===== src/rtl/spw_pkg.sv =====
package spw_pkg;

   // ****************************************************************
   // Widths and register map
   // ****************************************************************
   localparam int SPW_DW = 16;
   localparam int SPW_AW = 4;
   localparam logic [3:0] SPW_A_CTRL = 4'h0;
   localparam logic [3:0] SPW_A_SP0 = 4'h1;
   localparam logic [3:0] SPW_A_SP1 = 4'h2;
   localparam logic [3:0] SPW_A_SP2 = 4'h3;
   localparam logic [3:0] SPW_A_PERIOD = 4'h4;
   localparam logic [3:0] SPW_A_DEAD = 4'h5;
   localparam logic [3:0] SPW_A_TRIG0 = 4'h6;
   localparam logic [3:0] SPW_A_TRIG1 = 4'h7;
   localparam logic [3:0] SPW_A_CONV = 4'h8;
   localparam logic [3:0] SPW_A_STATUS = 4'h9;
   localparam logic [3:0] SPW_A_CMP_U = 4'hA;
   localparam logic [3:0] SPW_A_CMP_V = 4'hB;
   localparam logic [3:0] SPW_A_CMP_W = 4'hC;

   // Field positions
   localparam int SPW_CTRL_MODE_LSB = 0;
   localparam int SPW_CTRL_OE_BIT = 2;
   localparam int SPW_ST_OUT_BIT = 0;
   localparam int SPW_ST_PEND_BIT = 1;
   localparam int SPW_ST_BUSY_LSB = 2;
   localparam int SPW_ST_MODE_LSB = 4;

   // ****************************************************************
   // Reset values and fixed figures
   // ****************************************************************
   localparam logic [15:0] SPW_RST_PERIOD = 16'h031F;
   localparam logic [15:0] SPW_RST_DEAD = 16'h0080;
   localparam logic [15:0] SPW_RST_TRIG = 16'h0020;
   localparam logic [7:0] SPW_RST_CONV = 8'h0C;
   localparam logic [7:0] SPW_CONV_32CLK = 8'h0C;
   localparam logic [7:0] SPW_CONV_CLKS = 8'h20;
   localparam int SPW_CNT_DIV = 2;
   localparam int SPW_CLK_MHZ = 125;
   localparam int SPW_CONV_TIME_NS = 2000;
   localparam int SPW_CONV_CYC_INT =
      (SPW_CONV_TIME_NS * SPW_CLK_MHZ + 999) / 1000;
   localparam logic [8:0] SPW_CONV_CYC = 9'(SPW_CONV_CYC_INT);

   // Angle: one full turn spans this many steps
   localparam int SPW_ANGLE_RES_INT = 10000;
   localparam logic [16:0] SPW_ANGLE_RES = 17'h02710;
   localparam logic [15:0] SPW_ANGLE_QUARTER = 16'h09C4;
   localparam logic [15:0] SPW_ANGLE_THIRD = 16'h0D05;
   localparam logic [15:0] SPW_ANGLE_TWO_THIRD = 16'h1A0B;
   localparam int SPW_SINE_STEPS = 64;

   // ****************************************************************
   // Types
   // ****************************************************************
   typedef enum logic [1:0] {
      SPW_DIRECT = 2'b00,
      SPW_DQ = 2'b01,
      SPW_LOCK = 2'b10
   } spw_mode_e;

   typedef struct packed {
      logic [15:0] period;
      logic [15:0] dead;
      logic [15:0] trig0;
      logic [15:0] trig1;
      spw_mode_e mode;
   } spw_cfg_s;

endpackage : spw_pkg


===== src/rtl/spw_dead_arm.sv =====
`timescale 1ns/1ps
module spw_dead_arm
   import spw_pkg::*;
(
   // Clock and reset
   input wire logic clk_i,
   input wire logic rst_i,
   // Count clock enable and raw carrier comparison
   input wire logic tick_i,
   input wire logic raw_i,
   input wire logic [15:0] dead_i,
   // Arm drives
   output logic hi_o,
   output logic lo_o
);

   logic raw_d_r;
   logic [15:0] since_r;
   logic changed;
   logic [15:0] since_eff;
   logic [15:0] since_nxt;

   // Count clocks since the last edge of the raw comparison
   assign changed = raw_i != raw_d_r;
   assign since_eff = changed ? 16'h0000 : since_r;
   assign since_nxt = (since_eff == 16'hFFFF) ? since_eff : since_eff + 16'h0001;

   always_ff @(posedge clk_i or posedge rst_i) begin
      if (rst_i) begin
         raw_d_r <= 1'b0;
         since_r <= 16'h0000;
         hi_o <= 1'b0;
         lo_o <= 1'b0;
      end else if (tick_i) begin
         raw_d_r <= raw_i;
         since_r <= since_nxt;
         // Upper arm loses the first dead-time counts of each pulse
         hi_o <= raw_i && (since_eff >= dead_i);
         // Lower level stretches past the pulse; lower arm is active low
         lo_o <= raw_i || (since_eff < dead_i);
      end
   end

endmodule : spw_dead_arm


===== src/rtl/spw_six_phase.sv =====
`timescale 1ns/1ps
module spw_six_phase
   import spw_pkg::*;
(
   // Clock and reset
   input wire logic CLK_I,
   input wire logic RST_I,
   // Register port
   input wire logic [SPW_AW-1:0] ADDR_I,
   input wire logic [SPW_DW-1:0] WDATA_I,
   input wire logic WR_I,
   input wire logic RD_I,
   output logic [SPW_DW-1:0] RDATA_O,
   // Phase pins: [2:0] upper U,V,W, [5:3] lower U,V,W
   output logic [5:0] PHASE_O,
   output logic [5:0] PHASE_OE_N_O,
   // Carrier and converter events
   output logic CARRIER_VALLEY_O,
   output logic ADC0_TRIG_O,
   output logic ADC1_TRIG_O,
   output logic [1:0] ADC_BUSY_O,
   output logic [1:0] ADC_DONE_O
);

   // ****************************************************************
   // Functions
   // ****************************************************************
   // Quarter-wave sine, 16 steps per quarter, scaled by 256
   function automatic logic signed [9:0] sine_q(input logic [4:0] k);
      logic signed [9:0] v;
      v = 10'sh000;
      case (k)
         5'h00: v = 10'sh000;
         5'h01: v = 10'sh019;
         5'h02: v = 10'sh032;
         5'h03: v = 10'sh04A;
         5'h04: v = 10'sh062;
         5'h05: v = 10'sh079;
         5'h06: v = 10'sh08E;
         5'h07: v = 10'sh0A2;
         5'h08: v = 10'sh0B5;
         5'h09: v = 10'sh0C6;
         5'h0A: v = 10'sh0D5;
         5'h0B: v = 10'sh0E2;
         5'h0C: v = 10'sh0ED;
         5'h0D: v = 10'sh0F5;
         5'h0E: v = 10'sh0FB;
         5'h0F: v = 10'sh0FE;
         default: v = 10'sh100;
      endcase
      return v;
   endfunction : sine_q

   // Folds an angle sum back into one turn
   function automatic logic [15:0] wrap_ang(input logic [16:0] a);
      return (a >= SPW_ANGLE_RES) ? 16'(a - SPW_ANGLE_RES) : a[15:0];
   endfunction : wrap_ang

   function automatic logic signed [9:0] sine(input logic [15:0] ang);
      logic [5:0] ix;
      logic [4:0] k;
      logic signed [9:0] m;
      ix = 6'((int'(ang) * SPW_SINE_STEPS) / SPW_ANGLE_RES_INT);
      k = {1'b0, ix[3:0]};
      m = ix[4] ? sine_q(5'h10 - k) : sine_q(k);
      return ix[5] ? -m : m;
   endfunction : sine

   // Phase voltage from d and q at a given electrical angle
   function automatic logic signed [18:0] dq_volt(
      input logic signed [15:0] d,
      input logic signed [15:0] q,
      input logic [15:0] ang);
      logic signed [9:0] s;
      logic signed [9:0] c;
      logic signed [26:0] acc;
      s = sine(ang);
      c = sine(wrap_ang({1'b0, ang} + {1'b0, SPW_ANGLE_QUARTER}));
      acc = d * c - q * s;
      return 19'(acc >>> 8);
   endfunction : dq_volt

   // Turns a requested on-width into a compare, kept inside the carrier
   function automatic logic [16:0] width_to_cmp(
      input logic signed [18:0] w,
      input logic [16:0] p1);
      logic signed [19:0] c;
      c = $signed({3'b000, p1}) - 20'(w);
      if (c < 0)
         return 17'h00000;
      else if (c > $signed({3'b000, p1}))
         return p1;
      else
         return c[16:0];
   endfunction : width_to_cmp

   // Conversion length; only the 32-clock setting is defined
   function automatic logic [8:0] conv_cycles(input logic [7:0] ctl);
      return (ctl == SPW_CONV_32CLK) ? SPW_CONV_CYC : SPW_CONV_CYC;
   endfunction : conv_cycles

   // ****************************************************************
   // Registers
   // ****************************************************************
   spw_cfg_s stg_r;
   spw_cfg_s cfg_r;
   logic signed [15:0] sp_r [3];
   logic [16:0] cmp_r [3];
   logic [7:0] conv_ctl_r;
   logic out_en_r;
   logic pending_r;
   logic div_r;
   logic [16:0] cnt_r;
   logic up_r;
   logic armed_r;
   logic [15:0] trig_cnt_r;
   logic [8:0] busy_cnt_r [2];
   logic [5:0] raw_r;

   // ****************************************************************
   // Register port decode
   // ****************************************************************
   logic wr_ctrl;
   logic wr_stage_ok;
   logic wr_u;
   logic [15:0] status_w;
   logic [15:0] rdata_nxt;

   // Staged registers refuse writes until the pending commit lands
   assign wr_stage_ok = WR_I && !pending_r;
   assign wr_ctrl = WR_I && (ADDR_I == SPW_A_CTRL);
   assign wr_u = wr_stage_ok && (ADDR_I == SPW_A_SP0);

   assign status_w = {10'h000, cfg_r.mode,
      busy_cnt_r[1] != 9'h000, busy_cnt_r[0] != 9'h000,
      pending_r, out_en_r};

   assign rdata_nxt =
      !RD_I ? 16'h0000 :
      (ADDR_I == SPW_A_CTRL) ? {13'h0000, out_en_r, stg_r.mode} :
      (ADDR_I == SPW_A_SP0) ? sp_r[0] :
      (ADDR_I == SPW_A_SP1) ? sp_r[1] :
      (ADDR_I == SPW_A_SP2) ? sp_r[2] :
      (ADDR_I == SPW_A_PERIOD) ? stg_r.period :
      (ADDR_I == SPW_A_DEAD) ? stg_r.dead :
      (ADDR_I == SPW_A_TRIG0) ? stg_r.trig0 :
      (ADDR_I == SPW_A_TRIG1) ? stg_r.trig1 :
      (ADDR_I == SPW_A_CONV) ? {8'h00, conv_ctl_r} :
      (ADDR_I == SPW_A_STATUS) ? status_w :
      (ADDR_I == SPW_A_CMP_U) ? cmp_r[0][15:0] :
      (ADDR_I == SPW_A_CMP_V) ? cmp_r[1][15:0] :
      (ADDR_I == SPW_A_CMP_W) ? cmp_r[2][15:0] :
      16'h0000;

   always_ff @(posedge CLK_I or posedge RST_I) begin
      if (RST_I)
         RDATA_O <= 16'h0000;
      else
         RDATA_O <= rdata_nxt;
   end

   // Output enable acts at once; it is not a staged register
   always_ff @(posedge CLK_I or posedge RST_I) begin
      if (RST_I)
         out_en_r <= 1'b0;
      else if (wr_ctrl)
         out_en_r <= WDATA_I[SPW_CTRL_OE_BIT];
   end

   always_ff @(posedge CLK_I or posedge RST_I) begin
      if (RST_I) begin
         stg_r <= '{SPW_RST_PERIOD, SPW_RST_DEAD, SPW_RST_TRIG,
            SPW_RST_TRIG, SPW_DIRECT};
         conv_ctl_r <= SPW_RST_CONV;
         for (int i = 0; i < 3; i++)
            sp_r[i] <= 16'sh0000;
      end else if (wr_stage_ok) begin
         case (ADDR_I)
            SPW_A_CTRL: stg_r.mode <= spw_mode_e'(WDATA_I[1:0]);
            SPW_A_SP0: sp_r[0] <= WDATA_I;
            SPW_A_SP1: sp_r[1] <= WDATA_I;
            SPW_A_SP2: sp_r[2] <= WDATA_I;
            SPW_A_PERIOD: stg_r.period <= WDATA_I;
            SPW_A_DEAD: stg_r.dead <= WDATA_I;
            SPW_A_TRIG0: stg_r.trig0 <= WDATA_I;
            SPW_A_TRIG1: stg_r.trig1 <= WDATA_I;
            SPW_A_CONV: conv_ctl_r <= WDATA_I[7:0];
            default: ;
         endcase
      end
   end

   // ****************************************************************
   // Count clock and carrier timer
   // ****************************************************************
   logic tick;
   logic [16:0] p1_cur;
   logic valley_now;
   logic commit;

   assign tick = div_r;
   assign p1_cur = {1'b0, cfg_r.period} + 17'h00001;
   // Valley is the count falling to zero; new settings load on that edge
   assign valley_now = tick && !up_r && (cnt_r == 17'h00001);
   assign commit = valley_now && pending_r;

   always_ff @(posedge CLK_I or posedge RST_I) begin
      if (RST_I)
         div_r <= 1'b0;
      else
         div_r <= ~div_r;
   end

   // Counts 1..P+1 upward then P..0 downward: 2*(P+1) counts per period
   always_ff @(posedge CLK_I or posedge RST_I) begin
      if (RST_I) begin
         cnt_r <= 17'h00000;
         up_r <= 1'b0;
      end else if (tick) begin
         if (up_r && (cnt_r >= p1_cur)) begin
            cnt_r <= p1_cur - 17'h00001;
            up_r <= 1'b0;
         end else if (!up_r && (cnt_r == 17'h00000)) begin
            cnt_r <= 17'h00001;
            up_r <= 1'b1;
         end else if (up_r) begin
            cnt_r <= cnt_r + 17'h00001;
         end else begin
            cnt_r <= cnt_r - 17'h00001;
         end
      end
   end

   always_ff @(posedge CLK_I or posedge RST_I) begin
      if (RST_I)
         CARRIER_VALLEY_O <= 1'b0;
      else
         CARRIER_VALLEY_O <= valley_now;
   end

   // ****************************************************************
   // Phase compare selection and commit
   // ****************************************************************
   logic [16:0] p1_stg;
   logic signed [18:0] half_w;
   logic [15:0] ang_w [3];
   logic [16:0] cmp_nxt [3];

   assign p1_stg = {1'b0, stg_r.period} + 17'h00001;
   assign half_w = $signed({3'b000, p1_stg[16:1]});
   // Phase angles: U at theta, V 120 degrees behind, W 240 behind
   assign ang_w[0] = wrap_ang({1'b0, sp_r[2]});
   assign ang_w[1] = wrap_ang({1'b0, ang_w[0]} + {1'b0, SPW_ANGLE_TWO_THIRD});
   assign ang_w[2] = wrap_ang({1'b0, ang_w[0]} + {1'b0, SPW_ANGLE_THIRD});

   for (genvar g = 0; g < 3; g++) begin : g_cmp
      logic [16:0] direct_cmp;
      logic [16:0] dq_cmp;
      assign direct_cmp = width_to_cmp(19'(sp_r[g]), p1_stg);
      assign dq_cmp = width_to_cmp(half_w + dq_volt(sp_r[0], sp_r[1],
         ang_w[g]), p1_stg);
      assign cmp_nxt[g] =
         (stg_r.mode == SPW_DIRECT) ? direct_cmp :
         (stg_r.mode == SPW_DQ) ? dq_cmp :
         cmp_r[g];
   end

   always_ff @(posedge CLK_I or posedge RST_I) begin
      if (RST_I) begin
         cfg_r <= '{SPW_RST_PERIOD, SPW_RST_DEAD, SPW_RST_TRIG,
            SPW_RST_TRIG, SPW_DIRECT};
         for (int i = 0; i < 3; i++)
            cmp_r[i] <= {1'b0, SPW_RST_PERIOD} + 17'h00001;
      end else if (commit) begin
         cfg_r <= stg_r;
         for (int i = 0; i < 3; i++)
            cmp_r[i] <= cmp_nxt[i];
      end
   end

   // A write during the commit edge is refused, so set and clear never meet
   always_ff @(posedge CLK_I or posedge RST_I) begin
      if (RST_I)
         pending_r <= 1'b0;
      else if (wr_u)
         pending_r <= 1'b1;
      else if (commit)
         pending_r <= 1'b0;
   end

   // ****************************************************************
   // Raw comparison and dead-time arms
   // ****************************************************************
   logic [2:0] raw_w;
   logic [2:0] arm_hi;
   logic [2:0] arm_lo;

   for (genvar g = 0; g < 3; g++) begin : g_arm
      // Symmetric about the peak: high for (P+1-C)*2 counts
      assign raw_w[g] = up_r ? (cnt_r > cmp_r[g]) : (cnt_r >= cmp_r[g]);

      spw_dead_arm u_arm (
         .clk_i(CLK_I),
         .rst_i(RST_I),
         .tick_i(tick),
         .raw_i(raw_w[g]),
         .dead_i(cfg_r.dead),
         .hi_o(arm_hi[g]),
         .lo_o(arm_lo[g])
      );
   end

   always_ff @(posedge CLK_I or posedge RST_I) begin
      if (RST_I) begin
         PHASE_O <= 6'h00;
         PHASE_OE_N_O <= 6'h3F;
      end else begin
         PHASE_O <= {arm_lo, arm_hi};
         PHASE_OE_N_O <= {6{~out_en_r}};
      end
   end

   // ****************************************************************
   // Converter trigger timer
   // ****************************************************************
   logic [15:0] trig_cnt_nxt;
   logic trig_step;
   logic [1:0] fire;

   // Runs on the carrier count clock, restarting at every valley
   assign trig_step = valley_now || (tick && armed_r && trig_cnt_r != 16'hFFFF);
   assign trig_cnt_nxt = valley_now ? 16'h0000 : trig_cnt_r + 16'h0001;
   assign fire[0] = trig_step && (trig_cnt_nxt == cfg_r.trig0);
   assign fire[1] = trig_step && (trig_cnt_nxt == cfg_r.trig1);

   always_ff @(posedge CLK_I or posedge RST_I) begin
      if (RST_I) begin
         trig_cnt_r <= 16'h0000;
         armed_r <= 1'b0;
      end else if (trig_step) begin
         trig_cnt_r <= trig_cnt_nxt;
         armed_r <= 1'b1;
      end
   end

   always_ff @(posedge CLK_I or posedge RST_I) begin
      if (RST_I) begin
         ADC0_TRIG_O <= 1'b0;
         ADC1_TRIG_O <= 1'b0;
      end else begin
         ADC0_TRIG_O <= fire[0];
         ADC1_TRIG_O <= fire[1];
      end
   end

   // ****************************************************************
   // Conversion timing
   // ****************************************************************
   // A trigger that arrives while busy is dropped, as the converter would
   for (genvar n = 0; n < 2; n++) begin : g_conv
      always_ff @(posedge CLK_I or posedge RST_I) begin
         if (RST_I) begin
            busy_cnt_r[n] <= 9'h000;
            ADC_BUSY_O[n] <= 1'b0;
            ADC_DONE_O[n] <= 1'b0;
         end else begin
            if (fire[n] && busy_cnt_r[n] == 9'h000) begin
               busy_cnt_r[n] <= conv_cycles(conv_ctl_r);
               ADC_BUSY_O[n] <= 1'b1;
            end else if (busy_cnt_r[n] != 9'h000) begin
               busy_cnt_r[n] <= busy_cnt_r[n] - 9'h001;
               ADC_BUSY_O[n] <= busy_cnt_r[n] != 9'h001;
            end
            ADC_DONE_O[n] <= busy_cnt_r[n] == 9'h001;
         end
      end
   end

endmodule : spw_six_phase


===== config.mk =====
export PLATFORM = sky130hd
export DESIGN_NAME = spw_six_phase
export DESIGN_NICKNAME = d
export VERILOG_FILES = /design/src/rtl/spw_pkg.sv /design/src/rtl/spw_dead_arm.sv /design/src/rtl/spw_six_phase.sv
export SDC_FILE = /design/constraint.sdc
export NUM_CORES = 2
export LEC_CHECK = 0
export BUFFER_PORTS_ARGS = -buffer_cell sky130_fd_sc_hd__buf_2
export CORE_MARGIN = 10
export CORE_UTILIZATION = 42
export CTS_BUF_LIST = sky130_fd_sc_hd__clkbuf_2 sky130_fd_sc_hd__clkbuf_4 sky130_fd_sc_hd__clkbuf_8
export DETAILED_ROUTE_END_ITERATION = 6
export GPL_TIMING_DRIVEN = 0
export PLACE_DENSITY_LB_ADDON = 0.3
export SYNTH_ARGS = -nofsm -noshare
export SYNTH_HDL_FRONTEND = slang
export SYNTH_SLANG_ARGS = --single-unit

===== constraint.sdc =====
create_clock -name CLK_I -period 38.3 [get_ports CLK_I]
set_clock_uncertainty 0.1 [all_clocks]
set_input_delay 1.915 -clock CLK_I [delete_from_list [all_inputs] [get_ports CLK_I]]
set_output_delay 1.915 -clock CLK_I [all_outputs]
set_load 0.005 [all_outputs]

==> results.md <==
| Group | Quantity | Reported |
|:---|:---|:---|
| setup path | Capturing point of the worst reg2reg path | cmp_r[17] |
| synth | Synth cell types | 152 |
| drt | First DRT Iteration DRCs | 8658 |
| floorplanning | Die Area | 0.259 mm2 |
| synth | Post-synthesis cell type with the largest combined area | sky130_fd_sc_hd__fa_1 |
| global route | Wire length of the first global-routing pass | 552000 um |
| worst hold path | Worst Hold Class | flop to flop |
| global route | Vias in the first global route | 91.3k |
| synth | Count of mapped cells out of synthesis | 12.7k |
| run | Max Cap Violations | 1 |
| place | Count of buffers inserted at the top-level ports | 57 |
| cts | Root buffer cell | sky130_fd_sc_hd__clkbuf_8 |
| setup path | Critical path capture point | cmp_r[17] |
| drt | Remaining design rule violation count | 1 |
| layout | Non-Filler Instances | 16.0k |
| layout | Layout fillers | 23.9k |
| layout | Share of cells above drive strength 1 | 7.28% |
| floorplanning | Cell Rows | 179 |
| layout | Total area of multi-input combinational cells | 0.0826 mm2 |
| global route | Total Routing Usage GR | 27.0% |
| timing | Final hold violations | 0 |
| setup path | Slowest CP cell | sky130_fd_sc_hd__xnor2_1 |
| synth | Register bit count reported by yosys | 382 |
| place | Placement-stage worst setup slack | 0.562 ns |
| timing | Peak Freq | 27.4 MHz |
| setup path | Critical path fanouts, max | 15 |
| setup path | Setup CP Type | flop to flop |
| cts | CTS H-tree lvls | 3 |
| setup path | Cell repeated most along the worst path | sky130_fd_sc_hd__o21a_1 |
| synth | Total standard cell area after synthesis | 0.101 mm2 |
| place | Last weighted congestion value of the routability-driven placer | 0.994 |
| timing | Period Utilization, post-route | 95.4% |
| setup path | WP data required | 38.73 ns |
| synth | Proportion of register bits with asynchronous set or reset after synthesis | 100% |
| timing | Total Neg Setup Slack | 0 ns |
| setup path | Startpoint kind of the worst setup timing path | flop |
| timing | Setup violations, final | 0 |
| place | Number of instances in the placed design | 15.9k |
| layout | Reg area | 0.00960 mm2 |
| drt | Antenna Violating Nets Remaining | 0 |
| timing | Worst relative slew slack | 0.712% |
| drt | Via density per instance | 5.96 |
| floorplanning | Placeable core region | 0.238 mm2 |
| setup path | Arrival time reported for the critical path endpoint | 36.97 ns |
| setup path | Sort of element at the end of the critical path | flop |
| cts | Number of clock sinks | 382 |
| layout | Area Overhead vs Synth | 6.21% |
| global route | Pin count of the biggest net entering global routing | 123 |
| synth | Avg Cell Area, Syn | 7.93 um2 |
| outcome | Result of the run | finished, violations left |
| setup path | Longest individual stage delay on the worst path | 1.10 ns |
| setup path | Worst setup path startpoint | sp_r[0] |
| drt | Drt pass-1 iters | 7 |
| cts | Clock slew seen by the registers of the worst setup and hold paths | 0.06 ns |
| layout | Final #Nets | 14.6k |
| synth | Yosys synthesis warning count | 0 |
| outcome | Failing checks | design-rule violations, max-capacitance violations |
| timing | Clock period minus worst slack | 36.53 ns |
| timing | Smallest hold slack | 0.286 ns |
| drt | Wire length after detailed routing | 364000 um |
| cts | Number of buffers inserted during clock tree synthesis | 66 |
| cts | Clk_lat worst skew | 0.68 ns |
| floorplanning | Horiz. Die Dim | 509 um |
| drt | Wire per inst | 22.7 um |
| floorplanning | Die height | 509 um |
| timing | Max-slew violation count | 0 |
| place | Half-perimeter wire length after detailed placement | 299000 um |
| global route | Global route total overflow | 0 |
| synth | Area contributors post-synth | sky130_fd_sc_hd__fa_1, sky130_fd_sc_hd__ha_1, sky130_fd_sc_hd__dfrtp_1 |
| synth | Dominant register cell in the synthesized netlist | sky130_fd_sc_hd__dfrtp_1 |
| setup path | Worst reg2reg path startpoint | sp_r[0] |
| synth | EDFF count, synth | 0 |
| floorplanning | Initial cell density of the core | 42.2% |
| setup path | Register-to-register path setup slack | 1.77 ns |
| floorplanning | Num ports | 59 |
| cts | Worst-case clock buffer depth | 3 |
| timing | Slew of the pin with the lowest slew margin | 1.48 ns |
| cts | Hold Buf Count CTS | 0 |
| synth | Top cell type's share of synthesized area | 20.1% |
| synth | Post-synth net total | 14.5k |
| synth | Sequential element share of the synthesized area | 9.54% |
| timing | Final setup slack of the worst path | 1.77 ns |
| cts | Clock tree from TritonCTS | yes |
| global route | Antenna violations before repair | 16 |
| drt | Total via count in the routed design | 95.6k |
| setup path | Cell depth of the worst flop-to-flop path | 129 |
-- cells in the mapped netlist (296+ instances only) --
cell / count
sky130_fd_sc_hd__inv_1: 1596
sky130_fd_sc_hd__nand3_1: 308
sky130_fd_sc_hd__fa_1: 1011
sky130_fd_sc_hd__o21ai_0: 543
sky130_fd_sc_hd__a21oi_1: 643
sky130_fd_sc_hd__nor3_1: 309
sky130_fd_sc_hd__nor2_1: 929
sky130_fd_sc_hd__ha_1: 778
sky130_fd_sc_hd__clkbuf_1: 354
sky130_fd_sc_hd__dfrtp_1: 350
sky130_fd_sc_hd__xnor2_1: 598
sky130_fd_sc_hd__and2_1: 296
sky130_fd_sc_hd__nand2_1: 1405
-- layout make-up --
class	instances	share of cell area (%)
Multi-Input combinational cell	10153	77.3
Timing Repair Buffer	70	0.439
Clock buffer	102	1.18
Antenna cell	7	0.0164
Sequential cell	382	8.99
Inverter	1612	5.68
Tap cell	3167	3.71
Buffer	539	2.50
Clock inverter	17	0.193
-- how the worst min path moves through the flow --
| stage | cells after the start | slack, ns | to | from |
|---|---|---|---|---|
| finish | 0 | 0.29 | PHASE_O[2] | g_arm[2].u_arm.hi_o |
| detailed placement | 0 | 0.27 | PHASE_O[1] | g_arm[1].u_arm.hi_o |
| CTS | 0 | 0.29 | PHASE_O[1] | g_arm[1].u_arm.hi_o |
| global route | 0 | 0.30 | PHASE_O[1] | g_arm[1].u_arm.hi_o |
| floorplan | 0 | 0.25 | PHASE_O[1] | g_arm[1].u_arm.hi_o |
| global placement | 0 | 0.26 | PHASE_O[1] | g_arm[1].u_arm.hi_o |
-- sequential cells by signal, indices dropped and copies added (netlist names), 2 cells and up --
| name | count |
|---|---|
| g_arm.u_arm.hi_o | 3 |
| g_arm.u_arm.since_r | 48 |
| busy_cnt_r | 18 |
| cmp_r | 51 |
| cnt_r | 17 |
| g_arm.u_arm.raw_d_r | 3 |
| ADC_BUSY_O | 2 |
| RDATA_O | 16 |
| PHASE_O | 6 |
| conv_ctl_r | 8 |
| g_arm.u_arm.lo_o | 3 |
| sp_r | 48 |
| stg_r | 66 |
| cfg_r | 66 |
| trig_cnt_r | 16 |
| ADC_DONE_O | 2 |
-- critical path: cells and delay by family (launching register included) --
family / cells / cell delay [ns]
xor+xnor: 7 / 2.67
mux: 4 / 1.24
compound gates: 48 / 11.22
flops: 1 / 0.62
fa+ha+maj: 19 / 7.12
simple gates: 26 / 7.31
buf+inv: 25 / 5.97
-- placed cells by master, fill, tap and decap left out, drive strengths merged, types with 33 or more instances in the layout --
cell type	instances
o311ai	37
nor3	317
a31oi	153
a2111oi	36
clkbuf	462
o22a	68
ha	778
a211oi	115
nor2	933
xor2	257
a31o	41
dfrtp	350
inv	1607
o21ai	598
a21oi	654
or3	74
nor2b	73
and2	299
or4	33
a22oi	62
o221ai	34
and3	138
xnor2	607
a221oi	39
mux2i	160
a21o	206
nor4	90
o211ai	113
or2	80
buf	232
nand3	309
o21a	111
o22ai	79
fa	1011
nand2b	147
o31ai	91
a311oi	42
mux2	247
nand2	1408
nand4	126
-- layer usage --
layer  global-route usage (%)  up-vias  wire (um)
met5                        0        -         36
met4                     11.5        6      18500
met3                     4.98      819      34200
met2                     41.5     4088     157000
met1                     37.0    46679     155000
li1                         -    44000          -
-- repair_timing --
action,in CTS,in global routing
resized for setup,0,42
endpoints found under the setup margin,0,33
setup buffers,0,3
-- stage by stage --
step	util [%]	area (um2)
finish	44.9	107000
detailed placement	44.1	105000
global placement	44.0	105000
floorplan	-	101000
CTS	44.7	107000
global route	44.9	107000
-- cells by family (layout without fill, tap and decap cells) --
logic type | count (synthesis) | after routing | synth area share, %
XOR/XNOR | 868 | 868 | 7.72
multiplexers | 409 | 409 | 4.41
other | 0 | 7 | 0
flip-flops | 382 | 382 | 9.54
AO/OA/AOI/OAI | 2935 | 2935 | 20.1
AND/OR/NAND/NOR | 4151 | 4151 | 19.7
adder cells (fa/ha/maj) | 1790 | 1790 | 29.8
buffers and inverters | 2151 | 2340 | 8.67
Power is not shown: default switching activity piles up to over one toggle a cycle in this logic, so the estimate is an artifact.
